[src/verilog/pw_pkg.sv]
// Summary of operation
// Each tunnel packet carries 32-bit session identifier
// Session identifier directly follows IP header
// Stream mode payload: subheader, 188-byte packets
// Stream mode sequence numbers reveal lost packets
// Streaming mode carries concatenated or fragmented frames
// Multicarrier channels streaming mode, single-carrier stream mode
// Downstream tunnel framing removed, payload forwarded
// Upstream frames wrapped and sent to core
// Bandwidth requests use separate priority session
// One session per channel, own marking
// Core sends maps on own low-latency flow
// Unknown session packets are discarded entirely
package pw_pkg;
  // =============================================
  // Sizes
  localparam int NUM_DS = 4;
  localparam int NUM_US = 2;
  localparam int DS_IDX_W = 2;
  localparam int US_IDX_W = 1;
  localparam int SID_W = 32;
  localparam int SEQ_W = 16;
  localparam int DSCP_W = 6;
  // =============================================
  // Framing constants
  localparam logic [7:0] SID_LAST = 8'h03;
  localparam logic [7:0] SUB_SEQ_HI = 8'h02;
  localparam logic [7:0] SUB_LAST = 8'h03;
  localparam logic [7:0] TS_LAST = 8'hBB;
  localparam logic [7:0] CNT_ONE = 8'h01;
  localparam logic [7:0] CNT_ZERO = 8'h00;
  localparam logic [15:0] SEQ_ONE = 16'h0001;
  // =============================================
  // States
  typedef enum logic [2:0] {
    DS_IP = 3'b000,
    DS_SID = 3'b001,
    DS_SUB = 3'b011,
    DS_PAY = 3'b010,
    DS_DROP = 3'b110
  } ds_state_e;
  typedef enum logic [1:0] {
    US_IDLE = 2'b00,
    US_SID = 2'b01,
    US_PAY = 2'b11
  } us_state_e;
endpackage

[src/verilog/cable_phy_pseudowire_framer.sv]
`timescale 1ns/10ps
module cable_phy_pseudowire_framer (
  // Clock and reset
  input wire logic clk,
  input wire logic rst,
  // Session configuration
  input wire logic [pw_pkg::NUM_DS-1:0] cfg_ds_en,
  input wire logic [pw_pkg::NUM_DS-1:0][pw_pkg::SID_W-1:0] cfg_ds_sid,
  input wire logic [pw_pkg::NUM_DS-1:0] cfg_ds_ofdm,
  input wire logic [pw_pkg::NUM_US-1:0][pw_pkg::SID_W-1:0] cfg_us_sid,
  input wire logic [pw_pkg::NUM_US-1:0][pw_pkg::SID_W-1:0] cfg_us_req_sid,
  input wire logic [pw_pkg::NUM_US-1:0][pw_pkg::DSCP_W-1:0] cfg_us_dscp,
  input wire logic [pw_pkg::NUM_US-1:0][pw_pkg::DSCP_W-1:0] cfg_us_req_dscp,
  // Downstream from network port
  input wire logic [7:0] ds_in_data,
  input wire logic ds_in_valid,
  input wire logic ds_in_sop,
  input wire logic ds_in_eop,
  output logic ds_in_ready,
  // Downstream toward modulator
  output logic [7:0] ds_out_data,
  output logic ds_out_valid,
  output logic ds_out_last,
  output logic ds_out_tsp_start,
  output logic ds_out_psp,
  output logic [pw_pkg::DS_IDX_W-1:0] ds_out_chan,
  input wire logic ds_out_ready,
  // Downstream events
  output logic ds_seq_gap,
  output logic ds_unknown_sess,
  output logic ds_ts_short,
  // Upstream from demodulator
  input wire logic [7:0] us_in_data,
  input wire logic us_in_valid,
  input wire logic us_in_sop,
  input wire logic us_in_eop,
  input wire logic us_in_is_req,
  input wire logic [pw_pkg::US_IDX_W-1:0] us_in_chan,
  output logic us_in_ready,
  // Upstream toward network port
  output logic [7:0] us_out_data,
  output logic us_out_valid,
  output logic us_out_sop,
  output logic us_out_eop,
  output logic us_out_prio,
  output logic [pw_pkg::DSCP_W-1:0] us_out_dscp,
  input wire logic us_out_ready
);
  import pw_pkg::*;

  // =============================================
  // Downstream state
  ds_state_e ds_state_reg, ds_state_next;
  logic [7:0] cnt_reg, cnt_next;
  logic [5:0] hlen_reg, hlen_next;
  logic [23:0] sid_reg, sid_next;
  logic [DS_IDX_W-1:0] idx_reg, idx_next;
  logic psp_reg, psp_next;
  logic [7:0] seq_hi_reg, seq_hi_next;
  logic [NUM_DS-1:0][SEQ_W-1:0] exp_reg, exp_next;
  logic [NUM_DS-1:0] known_reg, known_next;
  logic [7:0] od_reg, od_next;
  logic ov_reg, ov_next;
  logic olast_reg, olast_next;
  logic otsp_reg, otsp_next;
  logic opsp_reg, opsp_next;
  logic [DS_IDX_W-1:0] ochan_reg, ochan_next;
  logic gap_reg, gap_next;
  logic unk_reg, unk_next;
  logic short_reg, short_next;
  logic ds_adv, ds_fire;
  logic [NUM_DS-1:0] hit_vec;
  logic hit;
  logic [DS_IDX_W-1:0] hit_idx;
  logic [SEQ_W-1:0] rx_seq;

  // One output stage; a held byte stalls the whole parser
  assign ds_adv = ~ov_reg | ds_out_ready;
  assign ds_in_ready = ds_adv;
  assign ds_fire = ds_in_valid & ds_adv;
  assign rx_seq = {seq_hi_reg, ds_in_data};

  genvar gi;
  generate
    for (gi = 0; gi < NUM_DS; gi++) begin : g_match
      assign hit_vec[gi] = cfg_ds_en[gi] &&
        (cfg_ds_sid[gi] == {sid_reg, ds_in_data});
    end
  endgenerate

  always_comb begin
    hit = 1'b0;
    hit_idx = '0;
    for (int i = NUM_DS - 1; i >= 0; i--) begin
      if (hit_vec[i]) begin
        hit = 1'b1;
        hit_idx = DS_IDX_W'(i);
      end
    end
  end

  always_comb begin
    ds_state_next = ds_state_reg;
    cnt_next = cnt_reg;
    hlen_next = hlen_reg;
    sid_next = sid_reg;
    idx_next = idx_reg;
    psp_next = psp_reg;
    seq_hi_next = seq_hi_reg;
    exp_next = exp_reg;
    known_next = known_reg;
    od_next = od_reg;
    ov_next = ov_reg & ~ds_out_ready;
    olast_next = olast_reg;
    otsp_next = otsp_reg;
    opsp_next = opsp_reg;
    ochan_next = ochan_reg;
    gap_next = 1'b0;
    unk_next = 1'b0;
    short_next = 1'b0;
    if (ds_fire) begin
      if (ds_in_sop) begin
        // Header length in bytes, from the IHL nibble given in words
        hlen_next = {ds_in_data[3:0], 2'b00};
        cnt_next = CNT_ONE;
        ds_state_next = DS_IP;
      end else begin
        unique case (ds_state_reg)
          DS_IP: begin
            cnt_next = cnt_reg + CNT_ONE;
            if (cnt_reg == {2'b00, hlen_reg} - CNT_ONE) begin
              cnt_next = CNT_ZERO;
              ds_state_next = DS_SID;
            end
          end
          DS_SID: begin
            sid_next = {sid_reg[15:0], ds_in_data};
            cnt_next = cnt_reg + CNT_ONE;
            if (cnt_reg == SID_LAST) begin
              cnt_next = CNT_ZERO;
              idx_next = hit_idx;
              psp_next = cfg_ds_ofdm[hit_idx];
              if (!hit) begin
                unk_next = 1'b1;
                ds_state_next = DS_DROP;
              end else if (cfg_ds_ofdm[hit_idx]) begin
                ds_state_next = DS_PAY;
              end else begin
                ds_state_next = DS_SUB;
              end
            end
          end
          DS_SUB: begin
            cnt_next = cnt_reg + CNT_ONE;
            if (cnt_reg == SUB_SEQ_HI) begin
              seq_hi_next = ds_in_data;
            end
            if (cnt_reg == SUB_LAST) begin
              cnt_next = CNT_ZERO;
              ds_state_next = DS_PAY;
              if (known_reg[idx_reg] && rx_seq != exp_reg[idx_reg]) begin
                gap_next = 1'b1;
              end
              exp_next[idx_reg] = rx_seq + SEQ_ONE;
              known_next[idx_reg] = 1'b1;
            end
          end
          DS_PAY: begin
            // Payload leaves with tunnel framing already stripped
            ov_next = 1'b1;
            od_next = ds_in_data;
            olast_next = ds_in_eop;
            opsp_next = psp_reg;
            ochan_next = idx_reg;
            otsp_next = ~psp_reg && cnt_reg == CNT_ZERO;
            cnt_next = cnt_reg + CNT_ONE;
            if (psp_reg || cnt_reg == TS_LAST) begin
              cnt_next = CNT_ZERO;
            end
            if (ds_in_eop && !psp_reg && cnt_reg != TS_LAST) begin
              short_next = 1'b1;
            end
          end
          DS_DROP: begin
            cnt_next = cnt_reg;
          end
          default: begin
            ds_state_next = DS_DROP;
          end
        endcase
      end
      if (ds_in_eop) begin
        ds_state_next = DS_IP;
        cnt_next = CNT_ZERO;
      end
    end
  end

  always_ff @(posedge clk or posedge rst) begin
    if (rst) begin
      ds_state_reg <= DS_IP;
      cnt_reg <= '0;
      hlen_reg <= '0;
      sid_reg <= '0;
      idx_reg <= '0;
      psp_reg <= 1'b0;
      seq_hi_reg <= '0;
      exp_reg <= '0;
      known_reg <= '0;
      od_reg <= '0;
      ov_reg <= 1'b0;
      olast_reg <= 1'b0;
      otsp_reg <= 1'b0;
      opsp_reg <= 1'b0;
      ochan_reg <= '0;
      gap_reg <= 1'b0;
      unk_reg <= 1'b0;
      short_reg <= 1'b0;
    end else begin
      ds_state_reg <= ds_state_next;
      cnt_reg <= cnt_next;
      hlen_reg <= hlen_next;
      sid_reg <= sid_next;
      idx_reg <= idx_next;
      psp_reg <= psp_next;
      seq_hi_reg <= seq_hi_next;
      exp_reg <= exp_next;
      known_reg <= known_next;
      od_reg <= od_next;
      ov_reg <= ov_next;
      olast_reg <= olast_next;
      otsp_reg <= otsp_next;
      opsp_reg <= opsp_next;
      ochan_reg <= ochan_next;
      gap_reg <= gap_next;
      unk_reg <= unk_next;
      short_reg <= short_next;
    end
  end

  assign ds_out_data = od_reg;
  assign ds_out_valid = ov_reg;
  assign ds_out_last = olast_reg;
  assign ds_out_tsp_start = otsp_reg;
  assign ds_out_psp = opsp_reg;
  assign ds_out_chan = ochan_reg;
  assign ds_seq_gap = gap_reg;
  assign ds_unknown_sess = unk_reg;
  assign ds_ts_short = short_reg;

  // =============================================
  // Upstream encapsulation
  // The IP header itself is prepended by the network port
  us_state_e us_state_reg, us_state_next;
  logic [1:0] ucnt_reg, ucnt_next;
  logic [SID_W-1:0] usid_reg, usid_next;
  logic [7:0] ud_reg, ud_next;
  logic uv_reg, uv_next;
  logic usop_reg, usop_next;
  logic ueop_reg, ueop_next;
  logic uprio_reg, uprio_next;
  logic [DSCP_W-1:0] udscp_reg, udscp_next;
  logic us_adv;

  assign us_adv = ~uv_reg | us_out_ready;
  assign us_in_ready = us_adv && us_state_reg == US_PAY;

  always_comb begin
    us_state_next = us_state_reg;
    ucnt_next = ucnt_reg;
    usid_next = usid_reg;
    ud_next = ud_reg;
    uv_next = uv_reg & ~us_out_ready;
    usop_next = usop_reg;
    ueop_next = ueop_reg;
    uprio_next = uprio_reg;
    udscp_next = udscp_reg;
    unique case (us_state_reg)
      US_IDLE: begin
        if (us_in_valid && us_in_sop && us_adv) begin
          // Requests bypass data on their own session
          uprio_next = us_in_is_req;
          usid_next = us_in_is_req ? cfg_us_req_sid[us_in_chan]
                                   : cfg_us_sid[us_in_chan];
          udscp_next = us_in_is_req ? cfg_us_req_dscp[us_in_chan]
                                    : cfg_us_dscp[us_in_chan];
          ucnt_next = 2'b00;
          us_state_next = US_SID;
        end
      end
      US_SID: begin
        if (us_adv) begin
          uv_next = 1'b1;
          ud_next = usid_reg[SID_W-1 -: 8];
          usid_next = {usid_reg[SID_W-9:0], 8'h00};
          usop_next = ucnt_reg == 2'b00;
          ueop_next = 1'b0;
          ucnt_next = ucnt_reg + 2'b01;
          if (ucnt_reg == SID_LAST[1:0]) begin
            us_state_next = US_PAY;
          end
        end
      end
      US_PAY: begin
        if (us_in_valid && us_adv) begin
          uv_next = 1'b1;
          ud_next = us_in_data;
          usop_next = 1'b0;
          ueop_next = us_in_eop;
          if (us_in_eop) begin
            us_state_next = US_IDLE;
          end
        end
      end
      default: begin
        us_state_next = US_IDLE;
      end
    endcase
  end

  always_ff @(posedge clk or posedge rst) begin
    if (rst) begin
      us_state_reg <= US_IDLE;
      ucnt_reg <= '0;
      usid_reg <= '0;
      ud_reg <= '0;
      uv_reg <= 1'b0;
      usop_reg <= 1'b0;
      ueop_reg <= 1'b0;
      uprio_reg <= 1'b0;
      udscp_reg <= '0;
    end else begin
      us_state_reg <= us_state_next;
      ucnt_reg <= ucnt_next;
      usid_reg <= usid_next;
      ud_reg <= ud_next;
      uv_reg <= uv_next;
      usop_reg <= usop_next;
      ueop_reg <= ueop_next;
      uprio_reg <= uprio_next;
      udscp_reg <= udscp_next;
    end
  end

  assign us_out_data = ud_reg;
  assign us_out_valid = uv_reg;
  assign us_out_sop = usop_reg;
  assign us_out_eop = ueop_reg;
  assign us_out_prio = uprio_reg;
  assign us_out_dscp = udscp_reg;
endmodule

[config.mk]
export PLATFORM = sky130hd
export DESIGN_NAME = cable_phy_pseudowire_framer
export DESIGN_NICKNAME = d
export VERILOG_FILES = /design/src/verilog/pw_pkg.sv /design/src/verilog/cable_phy_pseudowire_framer.sv
export SDC_FILE = /design/constraint.sdc
export NUM_CORES = 1
export LEC_CHECK = 0
export ABC_AREA = 1
export BUFFER_PORTS_ARGS = -buffer_cell sky130_fd_sc_hd__clkbuf_2
export CORE_UTILIZATION = 53
export DETAILED_ROUTE_END_ITERATION = 16
export PLACE_DENSITY = 0.82
export SLEW_MARGIN = 20
export SYNTH_ARGS = -nofsm -noshare
export SYNTH_HDL_FRONTEND = slang
export SYNTH_SLANG_ARGS = --single-unit
[constraint.sdc]
create_clock -name clk -period 9.35 [get_ports clk]
set_clock_uncertainty 0.15 [all_clocks]
set_input_delay 1.87 -clock clk [delete_from_list [all_inputs] [get_ports clk]]
set_output_delay 1.87 -clock clk [all_outputs]
set_load 0.03 [all_outputs]
==> out/results.tsv, run 1 <==
metric	value	unit
total power of the final layout	2850	µW
peak clock frequency supported by timing	228	MHz
Worst EP required	7330	ps
power density relative to cell area	205	nW/µm²
Hold Buf Count CTS	0	
TritonCTS clock tree	done	
Vert. Die Dim	149	µm
number of synthesized flops with an enable pin	0	
Pre-antenna DRT Iters	5	
largest net degree at the start of global routing	78	
number of cells after detailed placement	2158	
via count of the first global-routing pass	11600	
count of antenna-violating nets left after detailed routing	0	
clock net sink count	189	
die width	149	µm
kind of capture point of the worst setup path	output pin	
flip-flop count of the largest register, all copies and words added	64	
post-CTS resize count	0	
area post-placement	13300	µm²
final cell area excluding filler cells	13900	µm²
Slew headroom	24.4	%
wire length after detailed routing	40000	µm
Routed WL per cell	18.3	µm
die footprint	22300	µm²
share of synthesized registers carrying an async set or reset	100	%
root buffer cell	clkbuf_16	
data arrival time of the critical path	2360	ps
pin slew with the least headroom to its limit	1130	ps
first-pass GRT wire length	62300	µm
static leakage	0.00726	µW
crit path max fanout	2	
crit path time final	4380	ps
endpoints failing hold	0	
area share of the leading cell type in the synthesized netlist	41.1	%
via count	12200	
largest area contributor in the synthesized netlist	dfrtp_1	
kind of path behind the tightest hold check	reg -> reg	
ratio of cells with drive above 1 in the final layout	22.5	%
critical path class	in -> out	
number of placed I/O pins	353	
number of levels the H-tree was split into	4	
core region area	21200	µm²
overall track demand over capacity in global routing	36.8	%
number of antenna violations at the first check in global routing	0	
filler-free cell count of the finished design	2190	
number of endpoints failing setup at the final stage	0	
worst-skew pair later-pin latency	450	ps
routability-driven placement congestion ratio	1.00	
slack of the worst reg-to-reg path	6540	ps
setup repair after global routing missed its margin	no	
startpoint type of the worst setup path	primary input	
count of warnings emitted by yosys	0	
DRC violations left	0	
mean cell area of the mapped netlist	7.19	µm²
Period Utilization, post-route	46.9	%
VDD IR-drop max	127	µV
reported max-cap violation count	0	
final count of pins violating max slew	0	
Worst Hold Path Cells	2	
Total Neg Setup Slack	0	ps
total of buffers placed on input and output ports	352	
post-detail-place hpwl	30400	µm
net count reported at finish	2225	
outcome	complete, no violations	
synthesized netlist cell count	1603	
starting utilization of the core area	54.5	%
leading post-synthesis cells by cell area	dfrtp_1, nand2_1, o21ai_0	
Register-to-Register Path Depth	6	
ranking of synthesized cells by instance count	nand2_1, o21ai_0, dfrtp_1	
number of distinct standard cells referenced by the synthesized netlist	46	
fraction of the yosys area taken by sequential cells	41.1	%
clock slew at reported path FFs	70	ps
Max Root-Sink Buffers	2	
dominant register cell in the synthesized netlist	dfrtp_1	
row count	53	
area of the mapped netlist	11500	µm²
cts bufs inserted	17	
register bit total from synthesis	189	
count of inserted antenna diode cells	0	
most frequent cell after synthesis	nand2_1	
setup fix buffers added after clock tree synthesis	0	
layout overhead on the synthesized area	20.7	%
Via-to-Cell Ratio	5.56	
First DRT Iteration DRCs	1048	
global-route congestion overflow total	0	
post-synthesis net count	1926	
cell type report:
cell class,count,area (µm²)
flip-flops and latches,189,4730
clock inverters,10,106
multi-input cells,1180,5860
fillers,1857,7250
well taps,275,344
repair buffers,361,1830
clock buffers,22,454
inverters,153,582
worst max-delay path: stages:
cell      delay (ps)
clkbuf_2          80
nor2_1           150
nor2_1            60
clkbuf_2         200
per-layer routing:
layer	routed length, µm	up-vias	GRT usage [%]	part of all wire (%)
met2	18600	586	58.3	46
met5	0	-	0	0
met3	3470	81	7.10	8.7
met1	16800	5682	49.9	42
met4	1150	0	13.8	2.9
li1	-	5825	-	-
worst paths after layout:
check                              from           end
min                        known_reg[0]  known_reg[0]
min in group asynchronous           rst   sid_reg[21]
min reg2reg                known_reg[0]  known_reg[0]
max reg2reg                  cnt_reg[7]   exp_reg[25]
max                        us_out_ready   us_in_ready
max in group asynchronous           rst    exp_reg[1]
cells by family after synthesis:
logic type | after synthesis | share of synthesized area, %
mux | 8 | 0.695
xor+xnor | 77 | 5.85
simple gates | 720 | 25.6
compound gates | 368 | 17.9
flops | 189 | 41.1
fa+ha+maj | 7 | 0.760
buf+inv | 234 | 8.10
where the power goes:
| group | switching (µW) | internal, µW |
|---|---|---|
| clock network | 332 | 380 |
| logic | 634 | 351 |
| registers | 181 | 973 |
cell usage in the layout (no fill, tap or decap), types with 5 or more instances in the layout:
cell type,synthesis,routed
ha_1,7,7
dfrtp_1,189,189
xnor2_1,33,33
a22oi_1,15,15
o21ai_1,39,39
o221ai_1,26,26
o22ai_1,22,22
nand4_1,15,15
nand2_1,442,441
or2_2,8,8
nor4_1,5,5
mux2i_1,8,8
o21ai_0,237,237
a22o_1,9,9
nor2_1,176,176
nand3_1,42,42
buf_4,3,9
clkbuf_16,0,17
a21oi_1,12,12
inv_2,20,20
inv_1,132,130
nor3_1,11,11
xor2_1,44,44
clkbuf_2,0,352
stage by stage:
stage               setup WS [ps]  utilization, %  hold slack, ps
floorplan                    2190               -             272
global placement             4970            63.1             290
detailed placement           4960            63.1             293
CTS                          4960            65.7             312
global route                 4920            65.7             331
finish                       4970            65.7             307
Power figures use the tool's default switching activity.
==> run 2: changes to the inputs <==
--- a/config.mk
+++ b/config.mk
@@ -5,11 +5,11 @@
 export SDC_FILE = /design/constraint.sdc
 export NUM_CORES = 1
 export LEC_CHECK = 0
-export ABC_AREA = 1
+export ABC_AREA = 0
 export BUFFER_PORTS_ARGS = -buffer_cell sky130_fd_sc_hd__clkbuf_2
-export CORE_UTILIZATION = 53
+export CORE_UTILIZATION = 47
 export DETAILED_ROUTE_END_ITERATION = 16
-export PLACE_DENSITY = 0.82
+export PLACE_DENSITY = 0.78
 export SLEW_MARGIN = 20
 export SYNTH_ARGS = -nofsm -noshare
 export SYNTH_HDL_FRONTEND = slang
==> constraint.sdc (replaced) <==
create_clock -name clk -period 3.85 [get_ports clk]
set_clock_uncertainty 0.15 [all_clocks]
set_input_delay 0.77 -clock clk [delete_from_list [all_inputs] [get_ports clk]]
set_output_delay 0.77 -clock clk [all_outputs]
set_load 0.03 [all_outputs]
==> run 2 against run 1 <==
  * Synthesized area decreased by 3.5%
  * Clock power grew to 2.6 times the previous value
  * Non-clock buffer count is 10 higher
  * Die area rose by 8.7%
  * Worst setup slack worse by 4100 ps
  * Utilization down 6.1 points
  * Highest routed layer unchanged
==> out/results.tsv, run 2 <==
metric	value	unit
register bit total from synthesis	189	
Max Root-Sink Buffers	2	
pin slew with the least headroom to its limit	1020	ps
area used by sequential logic in the layout	4730	µm²
Via-to-Cell Ratio	5.50	
peak clock frequency supported by timing	333	MHz
starting utilization of the core area	48.5	%
dominant register cell in the synthesized netlist	dfrtp_1	
first-pass GRT wire length	50900	µm
Worst EP required	4010	ps
post-CTS resize count	0	
mean cell area of the mapped netlist	10.8	µm²
final worst-path setup slack	851	ps
data arrival time of the critical path	3160	ps
Hold Buf Count CTS	0	
startpoint type of the worst setup path	primary input	
final count of pins violating max slew	0	
row count	55	
Pre-antenna DRT Iters	5	
critical path class	in -> reg	
startpoint of the worst-slack reg-to-reg timing path	cnt_reg[4]	
via count	9192	
count of antenna-violating nets left after detailed routing	0	
VDD IR-drop max	388	µV
clock net sink count	189	
area post-placement	13000	µm²
number of antenna violations at the first check in global routing	4	
final cell area excluding filler cells	13700	µm²
filler-free cell count of the finished design	1672	
number of cells after detailed placement	1636	
largest net degree at the start of global routing	130	
layout overhead on the synthesized area	22.9	%
kind of capture point of the worst setup path	flop	
TritonCTS clock tree	done	
crit path time final	3000	ps
crit path max fanout	10	
r2r endpoint	exp_reg[13]	
Register-to-Register Path Depth	8	
clock slew at reported path FFs	70	ps
die width	156	µm
net count reported at finish	1665	
flip-flop count of the largest register, all copies and words added	64	
commonest cells after routing, fill and taps aside	clkbuf_2, dfrtp_1, nand2_1, xor2_1, o21ai_0	
# fillers	1959	
count of warnings emitted by yosys	0	
total of buffers placed on input and output ports	352	
Vert. Die Dim	156	µm
largest area contributor in the synthesized netlist	dfrtp_1	
Slew headroom	32.0	%
synthesized netlist cell count	1032	
number of synthesized flops with an enable pin	0	
most frequent cell after synthesis	dfrtp_1	
Total Neg Setup Slack	0	ps
commonest non-fill, non-tap cell in the layout	clkbuf_2	
number of levels the H-tree was split into	4	
cts bufs inserted	17	
First DRT Iteration DRCs	613	
post-detail-place hpwl	26700	µm
ratio of cells with drive above 1 in the final layout	39.0	%
power density relative to cell area	521	nW/µm²
die footprint	24300	µm²
overall track demand over capacity in global routing	28.2	%
endpoints failing hold	0	
area share of the leading cell type in the synthesized netlist	42.5	%
via count of the first global-routing pass	9348	
worst setup timing slack at the placement stage	440	ps
DRC violations left	0	
number of placed I/O pins	353	
static leakage	0.00655	µW
ranking of synthesized cells by instance count	dfrtp_1, nand2_1, xor2_1	
fraction of the yosys area taken by sequential cells	42.5	%
setup fix buffers added after clock tree synthesis	0	
slack of the worst reg-to-reg path	880	ps
Period Utilization, post-route	77.9	%
global-route congestion overflow total	0	
Routed WL per cell	20.3	µm
reported max-cap violation count	0	
outcome	complete, no violations	
total power of the final layout	7110	µW
routability-driven placement congestion ratio	0.973	
wire length after detailed routing	33900	µm
share of synthesized registers carrying an async set or reset	100	%
core region area	22900	µm²
multi-input logic area	5920	µm²
number of distinct standard cells referenced by the synthesized netlist	55	
setup repair after global routing missed its margin	no	
worst-skew pair later-pin latency	430	ps
kind of path behind the tightest hold check	in -> async	
post-synthesis net count	1355	
number of endpoints failing setup at the final stage	0	
root buffer cell	clkbuf_16	
area of the mapped netlist	11100	µm²
leading post-synthesis cells by cell area	dfrtp_1, mux4_2, xor2_1	
run 2: cell types whose count changed after synthesis, moves of 24 or more:
| cell | before | now |
|---|---|---|
| xnor2_1 | 33 | 59 |
| nand2_1 | 442 | 134 |
| o21ai_0 | 237 | 91 |
| nor2_1 | 176 | 34 |
| mux4_2 | 0 | 55 |
| o221ai_1 | 26 | 0 |
| mux2i_1 | 8 | 33 |
| mux2_2 | 0 | 56 |
| xor2_1 | 44 | 104 |
| inv_1 | 132 | 15 |
| o21ai_1 | 39 | 15 |
run 2: kinds of logic after synthesis:
group	count (synthesis)	share of synthesized area [%]
buffers and inverters	95	4.29
AO/OA/AOI/OAI	147	7.22
AND/OR/NAND/NOR	286	12.4
multiplexers	145	19.9
XOR/XNOR	163	12.8
adder cells (fa/ha/maj)	7	0.788
flip-flops	189	42.5
run 2: cell type report:
type | instances | share of cell area, %
flip-flops and latches | 189 | 34.6
clock inverters | 11 | 1.14
clock buffers | 21 | 3.44
well taps | 313 | 2.87
repair buffers | 371 | 14.1
diodes | 4 | 0.0732
inverters | 15 | 0.439
multi-input cells | 748 | 43.3
run 2: metrics by stage:
step           utilization, %  hold WS (ps)
5_1_grt                  59.6           202
2_1_floorplan               -           279
3_5_place_dp             56.8           307
3_3_place_gp             56.8           294
6_report                 59.6           180
4_1_cts                  59.6           178
run 2: power by group:
part           internal, µW  switching [µW]  total [µW]  leakage (µW)
clock network          1080             769        1850      0.000304
logic                  1020            1330        2350       0.00374
registers              2400             509        2910       0.00251
total                  4510            2610        7110       0.00655
run 2: layer usage:
metal / global-route usage (%) / vias to the layer above / routed length, µm
met2: 53.4 / 413 / 18100
met3: 4.14 / 69 / 1720
met1: 30.2 / 4460 / 12600
met5: 0 / - / 0
li1: - / 4250 / -
met4: 14.7 / 0 / 1440
run 2: worst max-delay path by stage:
stage                        startpoint          end  slack (ps)
after floorplan                     rst   cnt_reg[0]         500
after global placement    ds_in_data[3]      psp_reg         480
after detailed placement  ds_in_data[3]      psp_reg         440
after CTS                    cnt_reg[4]  exp_reg[13]         880
after global routing         cnt_reg[4]  exp_reg[13]         740
final                     ds_in_data[3]      psp_reg         850
run 2: critical path, cell delays in order:
cell and delay [ps]:
clkbuf_2 160, buf_4 230, xor2_1 170, nor4_1 490, nand4_1 230, nor3_1 410
a21oi_1 160, o211a_1 250, mux2_2 260
